`config.mk`:
```
export PLATFORM = sky130hd
export DESIGN_NAME = pin1_output_source_mux
export DESIGN_NICKNAME = d
export VERILOG_FILES = /design/src/pin1_mux_pkg.sv /design/src/pin1_output_source_mux.sv
export SDC_FILE = /design/constraint.sdc
export NUM_CORES = 1
export LEC_CHECK = 0
export BUFFER_PORTS_ARGS = -buffer_cell sky130_fd_sc_hd__buf_2
export CORE_ASPECT_RATIO = 0.5
export CORE_MARGIN = 5
export CORE_UTILIZATION = 43
export DETAILED_ROUTE_END_ITERATION = 10
export HOLD_SLACK_MARGIN = 0.06
export MAX_ROUTING_LAYER = met4
export PLACE_DENSITY_LB_ADDON = 0.2
export SLEW_MARGIN = 20
export SYNTH_ARGS = -nofsm -noshare
export SYNTH_HDL_FRONTEND = slang
export SYNTH_SLANG_ARGS = --single-unit
export TNS_END_PERCENT = 50
```
`constraint.sdc`:
```
create_clock -name sys_clk -period 2.45 [get_ports sys_clk]
set_input_delay 0.735 -clock sys_clk [delete_from_list [all_inputs] [get_ports sys_clk]]
set_output_delay 0.735 -clock sys_clk [all_outputs]
set_load 0.05 [all_outputs]
```
`src/pin1_mux_pkg.sv`:
```
package pin1_mux_pkg;

  // ----------------------------------------------------------------
  // register map
  // ----------------------------------------------------------------
  // printed offsets are word indices; byte address is four times that
  localparam logic [7:0]  CTRL_INDEX       = 8'h11;
  localparam logic [7:0]  STATUS_INDEX     = 8'h12;
  localparam logic [7:0]  CTRL_BYTE_ADDR   = {CTRL_INDEX[5:0], 2'b00};
  localparam logic [7:0]  STATUS_BYTE_ADDR = {STATUS_INDEX[5:0], 2'b00};
  localparam int          ADDR_W           = 8;
  localparam int          DATA_W           = 32;
  localparam logic [7:0]  CTRL_RESET       = 8'h00;
  localparam logic [1:0]  RESP_OKAY        = 2'b00;
  localparam logic [1:0]  RESP_SLVERR      = 2'b10;
  localparam int          STAT_VALUE_BIT   = 0;
  localparam int          STAT_DRIVE_BIT   = 1;

  // ----------------------------------------------------------------
  // control register layout: sel 7:5, src 4:2, value 1, enable 0
  // ----------------------------------------------------------------
  typedef struct packed {
    logic [2:0] sel;
    logic [2:0] src;
    logic       value;
    logic       enable;
  } ctrl_t;

  // output source codes
  typedef enum logic [2:0] {
    SRC_RX0    = 3'b000,
    SRC_RX1    = 3'b001,
    SRC_RX2    = 3'b010,
    SRC_RX3    = 3'b011,
    SRC_DEVICE = 3'b100,
    SRC_RSVD5  = 3'b101,
    SRC_TX0    = 3'b110,
    SRC_RSVD7  = 3'b111
  } src_t;

  // select codes, receive-port table
  localparam logic [2:0] RX_SEL_PIN0  = 3'b000;
  localparam logic [2:0] RX_SEL_PIN1  = 3'b001;
  localparam logic [2:0] RX_SEL_PIN3  = 3'b010;
  localparam logic [2:0] RX_SEL_LOCK  = 3'b100;
  localparam logic [2:0] RX_SEL_PASS  = 3'b101;
  localparam logic [2:0] RX_SEL_FV    = 3'b110;
  localparam logic [2:0] RX_SEL_LV    = 3'b111;
  // select codes, device-status table
  localparam logic [2:0] DEV_SEL_VAL  = 3'b000;
  localparam logic [2:0] DEV_SEL_LOCK = 3'b001;
  localparam logic [2:0] DEV_SEL_PASS = 3'b010;
  localparam logic [2:0] DEV_SEL_PAS2 = 3'b011;
  localparam logic [2:0] DEV_SEL_SYNC = 3'b100;
  // select codes, transmit-port table
  localparam logic [2:0] TX_SEL_PAND  = 3'b000;
  localparam logic [2:0] TX_SEL_POR   = 3'b001;
  localparam logic [2:0] TX_SEL_FV    = 3'b010;
  localparam logic [2:0] TX_SEL_LV    = 3'b011;
  localparam logic [2:0] TX_SEL_SYNC  = 3'b100;
  localparam logic [2:0] TX_SEL_INT   = 3'b101;

  // ----------------------------------------------------------------
  // status carriers
  // ----------------------------------------------------------------
  typedef struct packed {
    logic [3:0] remote_pin;
    logic       lock;
    logic       pass;
    logic       frame_valid;
    logic       line_valid;
  } rx_status_t;

  typedef struct packed {
    logic [3:0] port_select;
    logic       frame_valid;
    logic       line_valid;
    logic       synchronized;
    logic       interrupt;
  } tx_status_t;

endpackage : pin1_mux_pkg

```
`src/pin1_output_source_mux.sv`:
```
`timescale 1ns/1ps
`default_nettype none

module pin1_output_source_mux (
  input  wire  logic                                     sys_clk,
  input  wire  logic                                     reset_n,
  // axi4-lite slave
  input  wire  logic [pin1_mux_pkg::ADDR_W-1:0]          s_axi_awaddr,
  input  wire  logic                                     s_axi_awvalid,
  output logic                                           s_axi_awready,
  input  wire  logic [pin1_mux_pkg::DATA_W-1:0]          s_axi_wdata,
  input  wire  logic [3:0]                               s_axi_wstrb,
  input  wire  logic                                     s_axi_wvalid,
  output logic                                           s_axi_wready,
  output logic [1:0]                                     s_axi_bresp,
  output logic                                           s_axi_bvalid,
  input  wire  logic                                     s_axi_bready,
  input  wire  logic [pin1_mux_pkg::ADDR_W-1:0]          s_axi_araddr,
  input  wire  logic                                     s_axi_arvalid,
  output logic                                           s_axi_arready,
  output logic [pin1_mux_pkg::DATA_W-1:0]                s_axi_rdata,
  output logic [1:0]                                     s_axi_rresp,
  output logic                                           s_axi_rvalid,
  input  wire  logic                                     s_axi_rready,
  // status from the hub, same clock
  input  wire  pin1_mux_pkg::rx_status_t [3:0]           rx_status,
  input  wire  logic [3:0]                               rx_port_enable,
  input  wire  pin1_mux_pkg::tx_status_t                 tx_status,
  input  wire  logic                                     frame_sync_pulse,
  // pin driver
  output logic                                           pin1_out,
  output logic                                           pin1_oe_n
);

  // ----------------------------------------------------------------
  // state
  // ----------------------------------------------------------------
  typedef struct packed {
    pin1_mux_pkg::ctrl_t              ctrl;
    logic                             aw_got;
    logic                             w_got;
    logic [pin1_mux_pkg::ADDR_W-1:0]  waddr;
    logic [7:0]                       wbyte;
    logic                             wlane0;
    logic                             bvalid;
    logic [1:0]                       bresp;
    logic                             rvalid;
    logic [pin1_mux_pkg::DATA_W-1:0]  rdata;
    logic [1:0]                       rresp;
    logic                             pin_value;
    logic                             pin_drive;
  } state_t;

  state_t state_q;
  state_t state_d;

  // ----------------------------------------------------------------
  // helpers
  // ----------------------------------------------------------------
  // word match, ignoring the byte offset inside the word
  function automatic logic addr_hits(
    input logic [pin1_mux_pkg::ADDR_W-1:0] addr,
    input logic [pin1_mux_pkg::ADDR_W-1:0] base
  );
    addr_hits = (addr[pin1_mux_pkg::ADDR_W-1:2] == base[pin1_mux_pkg::ADDR_W-1:2]);
  endfunction : addr_hits

  // AND over the masked ports; an empty mask gives 1
  function automatic logic and_masked(
    input logic [3:0] bits,
    input logic [3:0] mask
  );
    and_masked = &(bits | ~mask);
  endfunction : and_masked

  // ----------------------------------------------------------------
  // output multiplexer
  // ----------------------------------------------------------------
  function automatic logic pin_mux(
    input pin1_mux_pkg::ctrl_t             c,
    input pin1_mux_pkg::rx_status_t [3:0]  rx,
    input logic [3:0]                      rx_en,
    input pin1_mux_pkg::tx_status_t        tx,
    input logic                            fsync
  );
    pin1_mux_pkg::rx_status_t port;
    logic [3:0]               locks;
    logic [3:0]               passes;
    logic                     result;
    port   = rx[c.src[1:0]];
    locks  = {rx[3].lock, rx[2].lock, rx[1].lock, rx[0].lock};
    passes = {rx[3].pass, rx[2].pass, rx[1].pass, rx[0].pass};
    result = 1'b0;
    // reserved source and select codes all give a quiet low
    case (pin1_mux_pkg::src_t'(c.src))
      pin1_mux_pkg::SRC_RX0,
      pin1_mux_pkg::SRC_RX1,
      pin1_mux_pkg::SRC_RX2,
      pin1_mux_pkg::SRC_RX3: begin
        case (c.sel)
          pin1_mux_pkg::RX_SEL_PIN0: result = port.remote_pin[0];
          pin1_mux_pkg::RX_SEL_PIN1: result = port.remote_pin[1];
          pin1_mux_pkg::RX_SEL_PIN3: result = port.remote_pin[3];
          pin1_mux_pkg::RX_SEL_LOCK: result = port.lock;
          pin1_mux_pkg::RX_SEL_PASS: result = port.pass;
          pin1_mux_pkg::RX_SEL_FV:   result = port.frame_valid;
          pin1_mux_pkg::RX_SEL_LV:   result = port.line_valid;
          default:                   result = 1'b0;
        endcase
      end
      pin1_mux_pkg::SRC_DEVICE: begin
        case (c.sel)
          pin1_mux_pkg::DEV_SEL_VAL:  result = c.value;
          pin1_mux_pkg::DEV_SEL_LOCK: result = |(locks & rx_en);
          pin1_mux_pkg::DEV_SEL_PASS,
          pin1_mux_pkg::DEV_SEL_PAS2: result = and_masked(passes, rx_en);
          pin1_mux_pkg::DEV_SEL_SYNC: result = fsync;
          default:                    result = 1'b0;
        endcase
      end
      pin1_mux_pkg::SRC_TX0: begin
        case (c.sel)
          pin1_mux_pkg::TX_SEL_PAND: result = and_masked(passes, tx.port_select);
          pin1_mux_pkg::TX_SEL_POR:  result = |(passes & tx.port_select);
          pin1_mux_pkg::TX_SEL_FV:   result = tx.frame_valid;
          pin1_mux_pkg::TX_SEL_LV:   result = tx.line_valid;
          pin1_mux_pkg::TX_SEL_SYNC: result = tx.synchronized;
          pin1_mux_pkg::TX_SEL_INT:  result = tx.interrupt;
          default:                   result = 1'b0;
        endcase
      end
      default: result = 1'b0;
    endcase
    pin_mux = result;
  endfunction : pin_mux

  // ----------------------------------------------------------------
  // bus handshakes
  // ----------------------------------------------------------------
  // one write at a time: address and data are held until the response
  // is taken, so a second write cannot overtake the first
  assign s_axi_awready = !state_q.aw_got && !state_q.bvalid;
  assign s_axi_wready  = !state_q.w_got && !state_q.bvalid;
  assign s_axi_arready = !state_q.rvalid;
  assign s_axi_bvalid  = state_q.bvalid;
  assign s_axi_bresp   = state_q.bresp;
  assign s_axi_rvalid  = state_q.rvalid;
  assign s_axi_rdata   = state_q.rdata;
  assign s_axi_rresp   = state_q.rresp;

  // pin driver, both from flip-flops
  assign pin1_out  = state_q.pin_value;
  assign pin1_oe_n = !state_q.pin_drive;

  // ----------------------------------------------------------------
  // next state
  // ----------------------------------------------------------------
  always_comb begin
    logic mux_value;
    state_d   = state_q;
    mux_value = pin_mux(state_q.ctrl, rx_status, rx_port_enable, tx_status,
                        frame_sync_pulse);

    // capture write address and data in either order
    if (s_axi_awvalid && s_axi_awready) begin
      state_d.aw_got = 1'b1;
      state_d.waddr  = s_axi_awaddr;
    end
    if (s_axi_wvalid && s_axi_wready) begin
      state_d.w_got  = 1'b1;
      state_d.wbyte  = s_axi_wdata[7:0];
      state_d.wlane0 = s_axi_wstrb[0];
    end

    // commit once both halves are held; unmapped words get slverr
    if (state_d.aw_got && state_d.w_got && !state_q.bvalid) begin
      state_d.aw_got = 1'b0;
      state_d.w_got  = 1'b0;
      state_d.bvalid = 1'b1;
      if (addr_hits(state_d.waddr, pin1_mux_pkg::CTRL_BYTE_ADDR)) begin
        state_d.bresp = pin1_mux_pkg::RESP_OKAY;
        if (state_d.wlane0) begin
          state_d.ctrl = pin1_mux_pkg::ctrl_t'(state_d.wbyte);
        end
      end else if (addr_hits(state_d.waddr, pin1_mux_pkg::STATUS_BYTE_ADDR)) begin
        state_d.bresp = pin1_mux_pkg::RESP_OKAY; // status is read-only, write ignored
      end else begin
        state_d.bresp = pin1_mux_pkg::RESP_SLVERR;
      end
    end else if (state_q.bvalid && s_axi_bready) begin
      state_d.bvalid = 1'b0;
    end

    // reads answer one cycle after the address is taken
    if (s_axi_arvalid && s_axi_arready) begin
      state_d.rvalid = 1'b1;
      state_d.rdata  = '0;
      state_d.rresp  = pin1_mux_pkg::RESP_OKAY;
      if (addr_hits(s_axi_araddr, pin1_mux_pkg::CTRL_BYTE_ADDR)) begin
        state_d.rdata[7:0] = state_q.ctrl;
      end else if (addr_hits(s_axi_araddr, pin1_mux_pkg::STATUS_BYTE_ADDR)) begin
        state_d.rdata[pin1_mux_pkg::STAT_VALUE_BIT] = state_q.pin_value;
        state_d.rdata[pin1_mux_pkg::STAT_DRIVE_BIT] = state_q.pin_drive;
      end else begin
        state_d.rresp = pin1_mux_pkg::RESP_SLVERR;
      end
    end else if (state_q.rvalid && s_axi_rready) begin
      state_d.rvalid = 1'b0;
    end

    // driver: value forced low and enable off while disabled, so a
    // stale mux result never reaches the pin
    state_d.pin_drive = state_q.ctrl.enable;
    state_d.pin_value = state_q.ctrl.enable ? mux_value : 1'b0;
  end

  // ----------------------------------------------------------------
  // registers
  // ----------------------------------------------------------------
  // all fields clear on reset, leaving the pin undriven
  always_ff @(posedge sys_clk or negedge reset_n) begin
    if (!reset_n) begin
      state_q      <= '0;
      state_q.ctrl <= pin1_mux_pkg::ctrl_t'(pin1_mux_pkg::CTRL_RESET);
    end else begin
      state_q <= state_d;
    end
  end

endmodule : pin1_output_source_mux

`default_nettype wire

```
After elaboration in Yosys (flattened, before gate mapping) --
Cells that the tools add are included.
Word-level totals: flip-flop bits (word level) 43, bits in latches 0, RAM bits 0, memory bits (read-only) 0, output and inout port bits 43, memories kept 0
Cells by class: $add $sub $neg 0, multiply operators 0, div/mod/pow operators 0, $lt $le $gt $ge 1, equal/unequal tests 16, shifts and indexed selects 0, mux-type cells 23, bitwise gates (word level) 6, reduce and logical (&&, ||, !) cells 25
Operator list (number):
- equality test 6 x 5 -> 1 bit (second input constant) | 4
- equality test 3 bit (second input constant) | 6
- binary-select mux 8 bit (select 2 bit) | 1
- 2-to-1 mux 8 bit | 2
- 2-to-1 mux 2 bit | 7
- equality test 3 x 2 -> 1 bit (second input constant) | 4
- OR reduction 4 bit | 3
- logical AND 1 bit | 9
- 2-to-1 mux 9 bit | 1
- bitwise AND 4 bit | 2
- inverter 4 bit | 2
- bitwise OR 4 bit | 2
- AND reduction 4 bit | 2
- 2-to-1 mux 1 bit | 7
- case mux 1 bit (7 select lines) | 1
- equality test 3 x 1 -> 1 bit (second input constant) | 2
- zero test 3 bit | 2
- 2-to-1 mux 6 bit | 1
- case mux 1 bit (6 select lines) | 1
- zero test 1 bit | 5
- case mux 1 bit (4 select lines) | 1
- nonzero test 2 bit | 2
- < comparator 2 x 3 -> 1 bit (second input constant) | 1
- case mux 1 bit (3 select lines) | 1
- 2 further kinds | 2

Longest topological paths before layout --
Gate-level depths: netlist of run 1.
word-level depth 7, gate-level depth with buffers 6

Worst setup path after synthesis of run 1 --
OpenSTA, ideal clock, no wires.
path kind input -> register, from input s_axi_awvalid, to register state_q, in the netlist state_d[0], library setup time 0.125 ns, arrival time 2.164 ns, data required time 2.325 ns, path slack 0.161 ns, cell stages on the path 5, path through nor3b_4 -> mux2_2 -> and4b_4 -> nand3_4 -> mux2_2
RTL lines:
- start: declaration | line pin1_output_source_mux.sv:9 | input wire logic s_axi_awvalid,
- end signal: assignment | line pin1_output_source_mux.sv:226 | state_q <= state_d;
- end: declaration | line pin1_output_source_mux.sv:54 | state_t state_q;

Worst setup path in the final report of run 1 --
from input s_axi_awvalid, to register state_q[64] in the netlist's numbering
Between the ends: longest elaborated chain between the ends 5
RTL lines:
- logical AND 1 bit * | line pin1_output_source_mux.sv:165 | if (s_axi_awvalid && s_axi_awready) begin
- branches (longest 3 deep; another with 2-to-1 mux 8 bit)
- AND reduction 3 bit (no source line) *
Mark *: on every way between the ends. A chain may end at the register's enable or synchronous reset.

==> results of run 1 <==
-- power groups by stage --
stage / clock [mW] / sequential [mW] / combinational (mW)
6_report: 0.429 / 1.14 / 1.19
5_1_grt: 0.483 / 1.19 / 1.29
4_1_cts: 0.446 / 1.14 / 1.20
3_5_place_dp: 0 / 1.16 / 1.20
3_3_place_gp: 0 / 1.14 / 1.18
2_1_floorplan: 0 / 1.06 / 1.03
-- worst min-delay path, delay by kind of cell, from the launching register on --
kind	cells	cell delay, ns
DFF	1	0.34
and+or+nand+nor	1	0.05
AOI/OAI and AO/OA	1	0.05
-- layout make-up --
| class | instances | area (um^2) |
|---|---|---|
| Fill cell | 481 | 2330 |
| Inverter | 11 | 41.3 |
| Sequential cell | 39 | 976 |
| Multi-Input combinational cell | 147 | 1090 |
| Tap cell | 70 | 87.6 |
| Clock inverter | 1 | 5.00 |
| Clock buffer | 6 | 82.6 |
| Timing Repair Buffer | 90 | 463 |
-- worst paths after layout --
kind | start | to | depth (start not counted)
worst max register to register | s_axi_bvalid | state_q[64] | 6
worst min register to register | s_axi_rresp[1] | s_axi_rresp[1] | 2
min in group asynchronous | reset_n | state_q[58] | 1
worst max-delay path | s_axi_awvalid | state_q[64] | 7
max in group asynchronous | reset_n | s_axi_rdata[5] | 1
worst min-delay path | s_axi_rresp[1] | s_axi_rresp[1] | 2
-- cell families after synthesis --
family / Yosys count
flip-flops: 39
AO/OA/AOI/OAI: 33
AND/OR/NAND/NOR: 54
other: 1
buffers and inverters: 54
multiplexers: 33
XOR/XNOR: 1
-- metal layers --
layer / part of all wire / track usage / vias up / wire (um)
li1: - / - / 859 / -
met1: 0.40 / 0.168 / 859 / 1960
met2: 0.53 / 0.255 / 54 / 2620
met3: 0.073 / 0.0445 / 2 / 364
met4: 0.0020 / 0.0257 / 0 / 10
met5: 0 / - / - / 0
-- stage by stage --
| step | setup slack [ns] | power, mW | util |
|---|---|---|---|
| after global routing | 0.266 | 2.97 | 0.541 |
| final | 0.349 | 2.76 | 0.541 |
| after global placement | 0.0657 | 2.32 | 0.524 |
| after CTS | 0.360 | 2.79 | 0.541 |
| after floorplan | 0.161 | 2.08 | - |
| after detailed placement | 0.0587 | 2.35 | 0.524 |
-- cells in the mapped netlist (3+ instances only) --
cell type / number
dfrtp_1: 39
buf_4: 36
mux2_2: 24
nand2_1: 19
nor2_1: 12
inv_1: 11
o21ai_0: 11
mux4_2: 6
clkbuf_1: 4
a22o_1: 3
mux2i_1: 3
nor3_1: 3
nor3b_1: 3
-- registers in the layout (all words and copies together), names as in the netlist --
register	cells
pin1_out	1
s_axi_bresp	1
s_axi_bvalid	1
s_axi_rdata	8
s_axi_rresp	1
s_axi_rvalid	1
state_d	1
state_q	25
==> reports/metrics.yaml, run 1 <==
outcome: "finished clean"
synth_xor_area_frac: 0.00379
end_kind: "flop"
ys_seq_elements: 39
cp.arrival_ns: 2.27
clk_pin_slew_ns: 0.07
viasPerCell: 4.87
chipWidth_um: 114
hold_path.class: "flop to flop"
max-clock-path-buffers: 2
synth_top_area_cell: "dfrtp_1"
hpwl_um: 3960
fmax_mhz: 476
yosys.area_share.simple: 0.134
async_flop_share: 1.00
fp.dieArea_mm2: 0.00702
synth_top_area_frac: 0.423
peakVddDrop_mv: 0.686
sequentialPowerShare: 0.414
firstDrtPassIters: 4
slew_headroom: 0.435
htree_num_levels: 2
synth_top_family_by_area: "multiplexers"
clkLatencyLatePin_ns: 0.28
cts.sink_count: 39
coreArea_mm2: 0.00507
yosysWarnings: 0
grt_pass1_vias: 1720
start_util: 0.456
dr_total_vias: 1774
portBuffers: 85
final.period_utilization: 0.858
cp_max_fo: 8
cts_tree: "yes"
grt_first_pass_wirelength_um: 7790
critPathKind: "input pin to flop"
cp_top_family: "multiplexers"
p_leak_nw: 1.33
ant_nets: 0
worstPathRequired_ns: 2.62
synth_compound_area_frac: 0.101
drtIter0Drc: 43
hold_violations: 0
drc: 0
final_cell_area_mm2: 0.00274
antenna_cells: 0
tightest_slew_ns: 0.848
hold_slack_ns: 0.474
rsz0062_at_grt: "no"
reg2reg_slack_ns: 0.39
ctsResizeCount: 0
critical_path.slowest_cell: "mux2_2"
final_common_cell: "buf_2"
numCtsBuffers: 5
dp.cells: 357
clock_skew_ns: 0.00455
switching_share: 0.405
power_frac_clock: 0.156
crit_path_frequent_cell: "mux2_2"
placed_area_mm2: 0.00265
cp_cell_sequence: "buf_2 -> nor3b_4 -> buf_4 -> mux2_2 -> and4b_4 -> nand3_4 -> mux2_2"
die_h_um: 61.8
drive_gt1_frac: 0.456
intPower_mw: 1.64
final_cell_mix: "85 x buf_2, 39 x dfrtp_1, 26 x conb_1, 24 x mux2_2, 19 x nand2_1"
io_pins: 147
synth_adder_area_share: 0
antenna_found_initial: 0
cts_setup_buffers: 0
ys.flop_type: "dfrtp_1"
wire_per_inst_um: 13.6
max_cap_violations: 0
synth.mux.area_fraction: 0.189
synth-edff-count: 0
drt_wl_total_um: 4950
fin_nets: 398
setup_viol: 0
power_switching_mw: 1.12
crit_buf_inv: 2
grtUsageTotal: 0.144
cts-root-buf: "clkbuf_8"
synthTopCellsByArea: "dfrtp_1 42%, buf_4 12%, mux2_2 12%"
syn_to_final_growth_pct: 18.8
cts_hold_buf: 0
period_needed_ns: 2.10
startpoint_type: "input pin"
syn_inst: 215
max_stage_delay_ns: 0.35
p_per_area_mw_per_mm2: 1010
gr-total-overflow: 0
grt_max_degree: 40
ys_types: 46
finalSetupTns_ns: 0
layout.cells.non_filler: 364
ys_seq_area_frac: 0.423
syn_avg_cell_area_um2: 10.7
mappedNetlistArea_mm2: 0.00231
rows: 18
slew_viol_final: 0
gp_congestion: 0.781
comb_power_share: 0.430
(Power assumes the default switching activity.)
==> run 2: changes to the inputs <==
==> constraint.sdc (replaced) <==
create_clock -name sys_clk -period 2.45 [get_ports sys_clk]
set_input_delay 0.49 -clock sys_clk [delete_from_list [all_inputs] [get_ports sys_clk]]
set_output_delay 0.49 -clock sys_clk [all_outputs]
set_load 0.05 [all_outputs]
==> reports/metrics.yaml, run 2 (synthesis results as in run 1) <==
outcome: "finished clean"  # unchanged
final.period_utilization: 0.874  # was 0.858
wire_per_inst_um: 14.1  # was 13.6 um
crit_buf_inv: 1  # was 2
hold_violations: 0  # unchanged
coreArea_mm2: 0.00507  # unchanged
grtUsageTotal: 0.146  # was 0.144
critical_path.slowest_cell: "dfrtp_1"  # was mux2_2
max_stage_delay_ns: 0.47  # was 0.35 ns
crit_path_frequent_cell: "mux2_2"  # unchanged
antenna_found_initial: 0  # unchanged
grt_max_degree: 40  # unchanged
cp_top_family: "simple AND/OR/NAND/NOR gates"  # was multiplexers
ant_nets: 0  # unchanged
fp.dieArea_mm2: 0.00702  # unchanged
cp.arrival_ns: 2.33  # was 2.27 ns
die_h_um: 61.8  # unchanged
tightest_slew_ns: 0.834  # was 0.848 ns
gr-total-overflow: 0  # unchanged
drtIter0Drc: 46  # was 43
firstDrtPassIters: 4  # unchanged
p_leak_nw: 1.33  # about the same
peakVddDrop_mv: 0.628  # was 0.686 mV
cts-root-buf: "clkbuf_8"  # unchanged
startpoint_type: "flop"  # was input pin
max_cap_violations: 0  # unchanged
regArea_um2: 976  # unchanged
portBuffers: 85  # unchanged
cts_tree: "yes"  # unchanged
worstPathRequired_ns: 2.63  # was 2.62 ns
top_register: "state_q"  # unchanged
htree_num_levels: 2  # unchanged
slew_viol_final: 0  # unchanged
syn_to_final_growth_pct: 18.9  # was 18.8%
cts_setup_buffers: 0  # unchanged
fmax_mhz: 467  # was 476 MHz
multiInputGateArea_mm2: 0.00109  # unchanged
p_per_area_mw_per_mm2: 1040  # was 1010 mW/mm^2
gp_congestion: 0.782  # was 0.781
critPathKind: "flop to flop"  # was input pin to flop
hold_slack_ns: 0.286  # was 0.474 ns
finalSetupTns_ns: 0  # unchanged
cts_hold_buf: 0  # unchanged
hpwl_um: 4070  # was 3960 um
clkLatencyLatePin_ns: 0.30  # was 0.28 ns
fin_nets: 395  # was 398
io_pins: 147  # unchanged
max-clock-path-buffers: 2  # unchanged
end_kind: "flop"  # unchanged
final_common_cell: "buf_2"  # unchanged
drc: 0  # unchanged
largest_reg_flops: 25  # unchanged
ctsResizeCount: 0  # unchanged
period_needed_ns: 2.14  # was 2.10 ns
start_util: 0.456  # unchanged
setup_viol: 0  # unchanged
drt_wl_total_um: 5090  # was 4950 um
clock_skew_ns: 0.00651  # was 0.00455 ns
numCtsBuffers: 5  # unchanged
grt_first_pass_wirelength_um: 7950  # was 7790 um
final_util: 0.541  # about the same
dr_total_vias: 1780  # was 1774
antenna_cells: 0  # unchanged
grt_pass1_vias: 1784  # was 1720
clk_pin_slew_ns: 0.08  # was 0.07 ns
cts.sink_count: 39  # unchanged
rows: 18  # unchanged
drive_gt1_frac: 0.452  # was 0.456
hold_path.class: "input pin to async pin"  # was flop to flop
final_cell_mix: "85 x buf_2, 39 x dfrtp_1, 26 x conb_1, 24 x mux2_2, 19 x nand2_1"  # unchanged
fill_cells: 464  # was 481
slew_headroom: 0.444  # was 0.435
rsz0062_at_grt: "no"  # unchanged
viasPerCell: 4.92  # was 4.87
chipWidth_um: 114  # unchanged
cp_cell_sequence: "nor3b_4 -> buf_4 -> mux2_2 -> and4b_4 -> nand3_4 -> mux2_2"  # was buf_2 -> nor3b_4 -> buf_4 -> mux2_2 -> and4b_4 -> nand3_4 -> mux2_2
cp_max_fo: 8  # unchanged
## run 2: changes by cell type in the layout (fill, tap and decap cells not counted)
cell	before	now
buf_4	5	2
bufinv_16	0	1
clkbuf_8	6	5
clkinv_4	0	1
## run 2: worst register-to-register path: cells and delay by family, from the launching register on
family	cells	cell delay, ns
flops	1	0.47
mux	2	0.69
simple gates	3	0.69
buf+inv	1	0.20
## run 2: path summary, 6_finish.rpt
| check | start | to | slack, ns | depth (start not counted) |
|---|---|---|---|---|
| worst min-delay path | reset_n | s_axi_bvalid | 0.29 | 1 |
| worst max register to register | s_axi_bvalid | state_q[65] | 0.31 | 6 |
| worst min register to register | s_axi_rdata[5] | s_axi_rdata[5] | 0.48 | 2 |
| max in group asynchronous | reset_n | s_axi_rdata[7] | 1.63 | 1 |
| worst max-delay path | s_axi_bvalid | state_q[65] | 0.31 | 6 |
| min in group sys_clk | s_axi_rready | s_axi_rvalid | 0.36 | 2 |
## run 2: where the power goes
| part | switching [mW] | leakage [nW] | internal [mW] |
|---|---|---|---|
| combinational | 0.646 | 0.773 | 0.525 |
| clock | 0.241 | 0.0581 | 0.303 |
| sequential | 0.262 | 0.496 | 0.876 |
## run 2: final cells by class
type,instances,share of cell area
well taps,70,0.0319
multi-input cells,147,0.396
repair buffers,87,0.161
clock inverters,3,0.0160
flip-flops and latches,39,0.356
clock buffers,5,0.0251
inverters,11,0.0150
## run 2: per-stage QoR
step                      worst slack [ns]  area [um^2]  std cells  power [mW]
after floorplan                      0.190         2400        240        2.08
after global placement               0.235         2630        354        2.30
after detailed placement             0.211         2630        354        2.34
after CTS                            0.299         2740        362        2.88
after global routing                 0.188         2740        362        3.05
final                                0.308         2740        362        2.85
## run 2: layer usage
layer  share of wire  track usage  vias to the layer above
li1                -            -                      853
met2            0.50        0.253                       60
met4          0.0086       0.0428                        0
met3           0.076       0.0455                        6
met1            0.41        0.169                      861
met5               0            -                        -
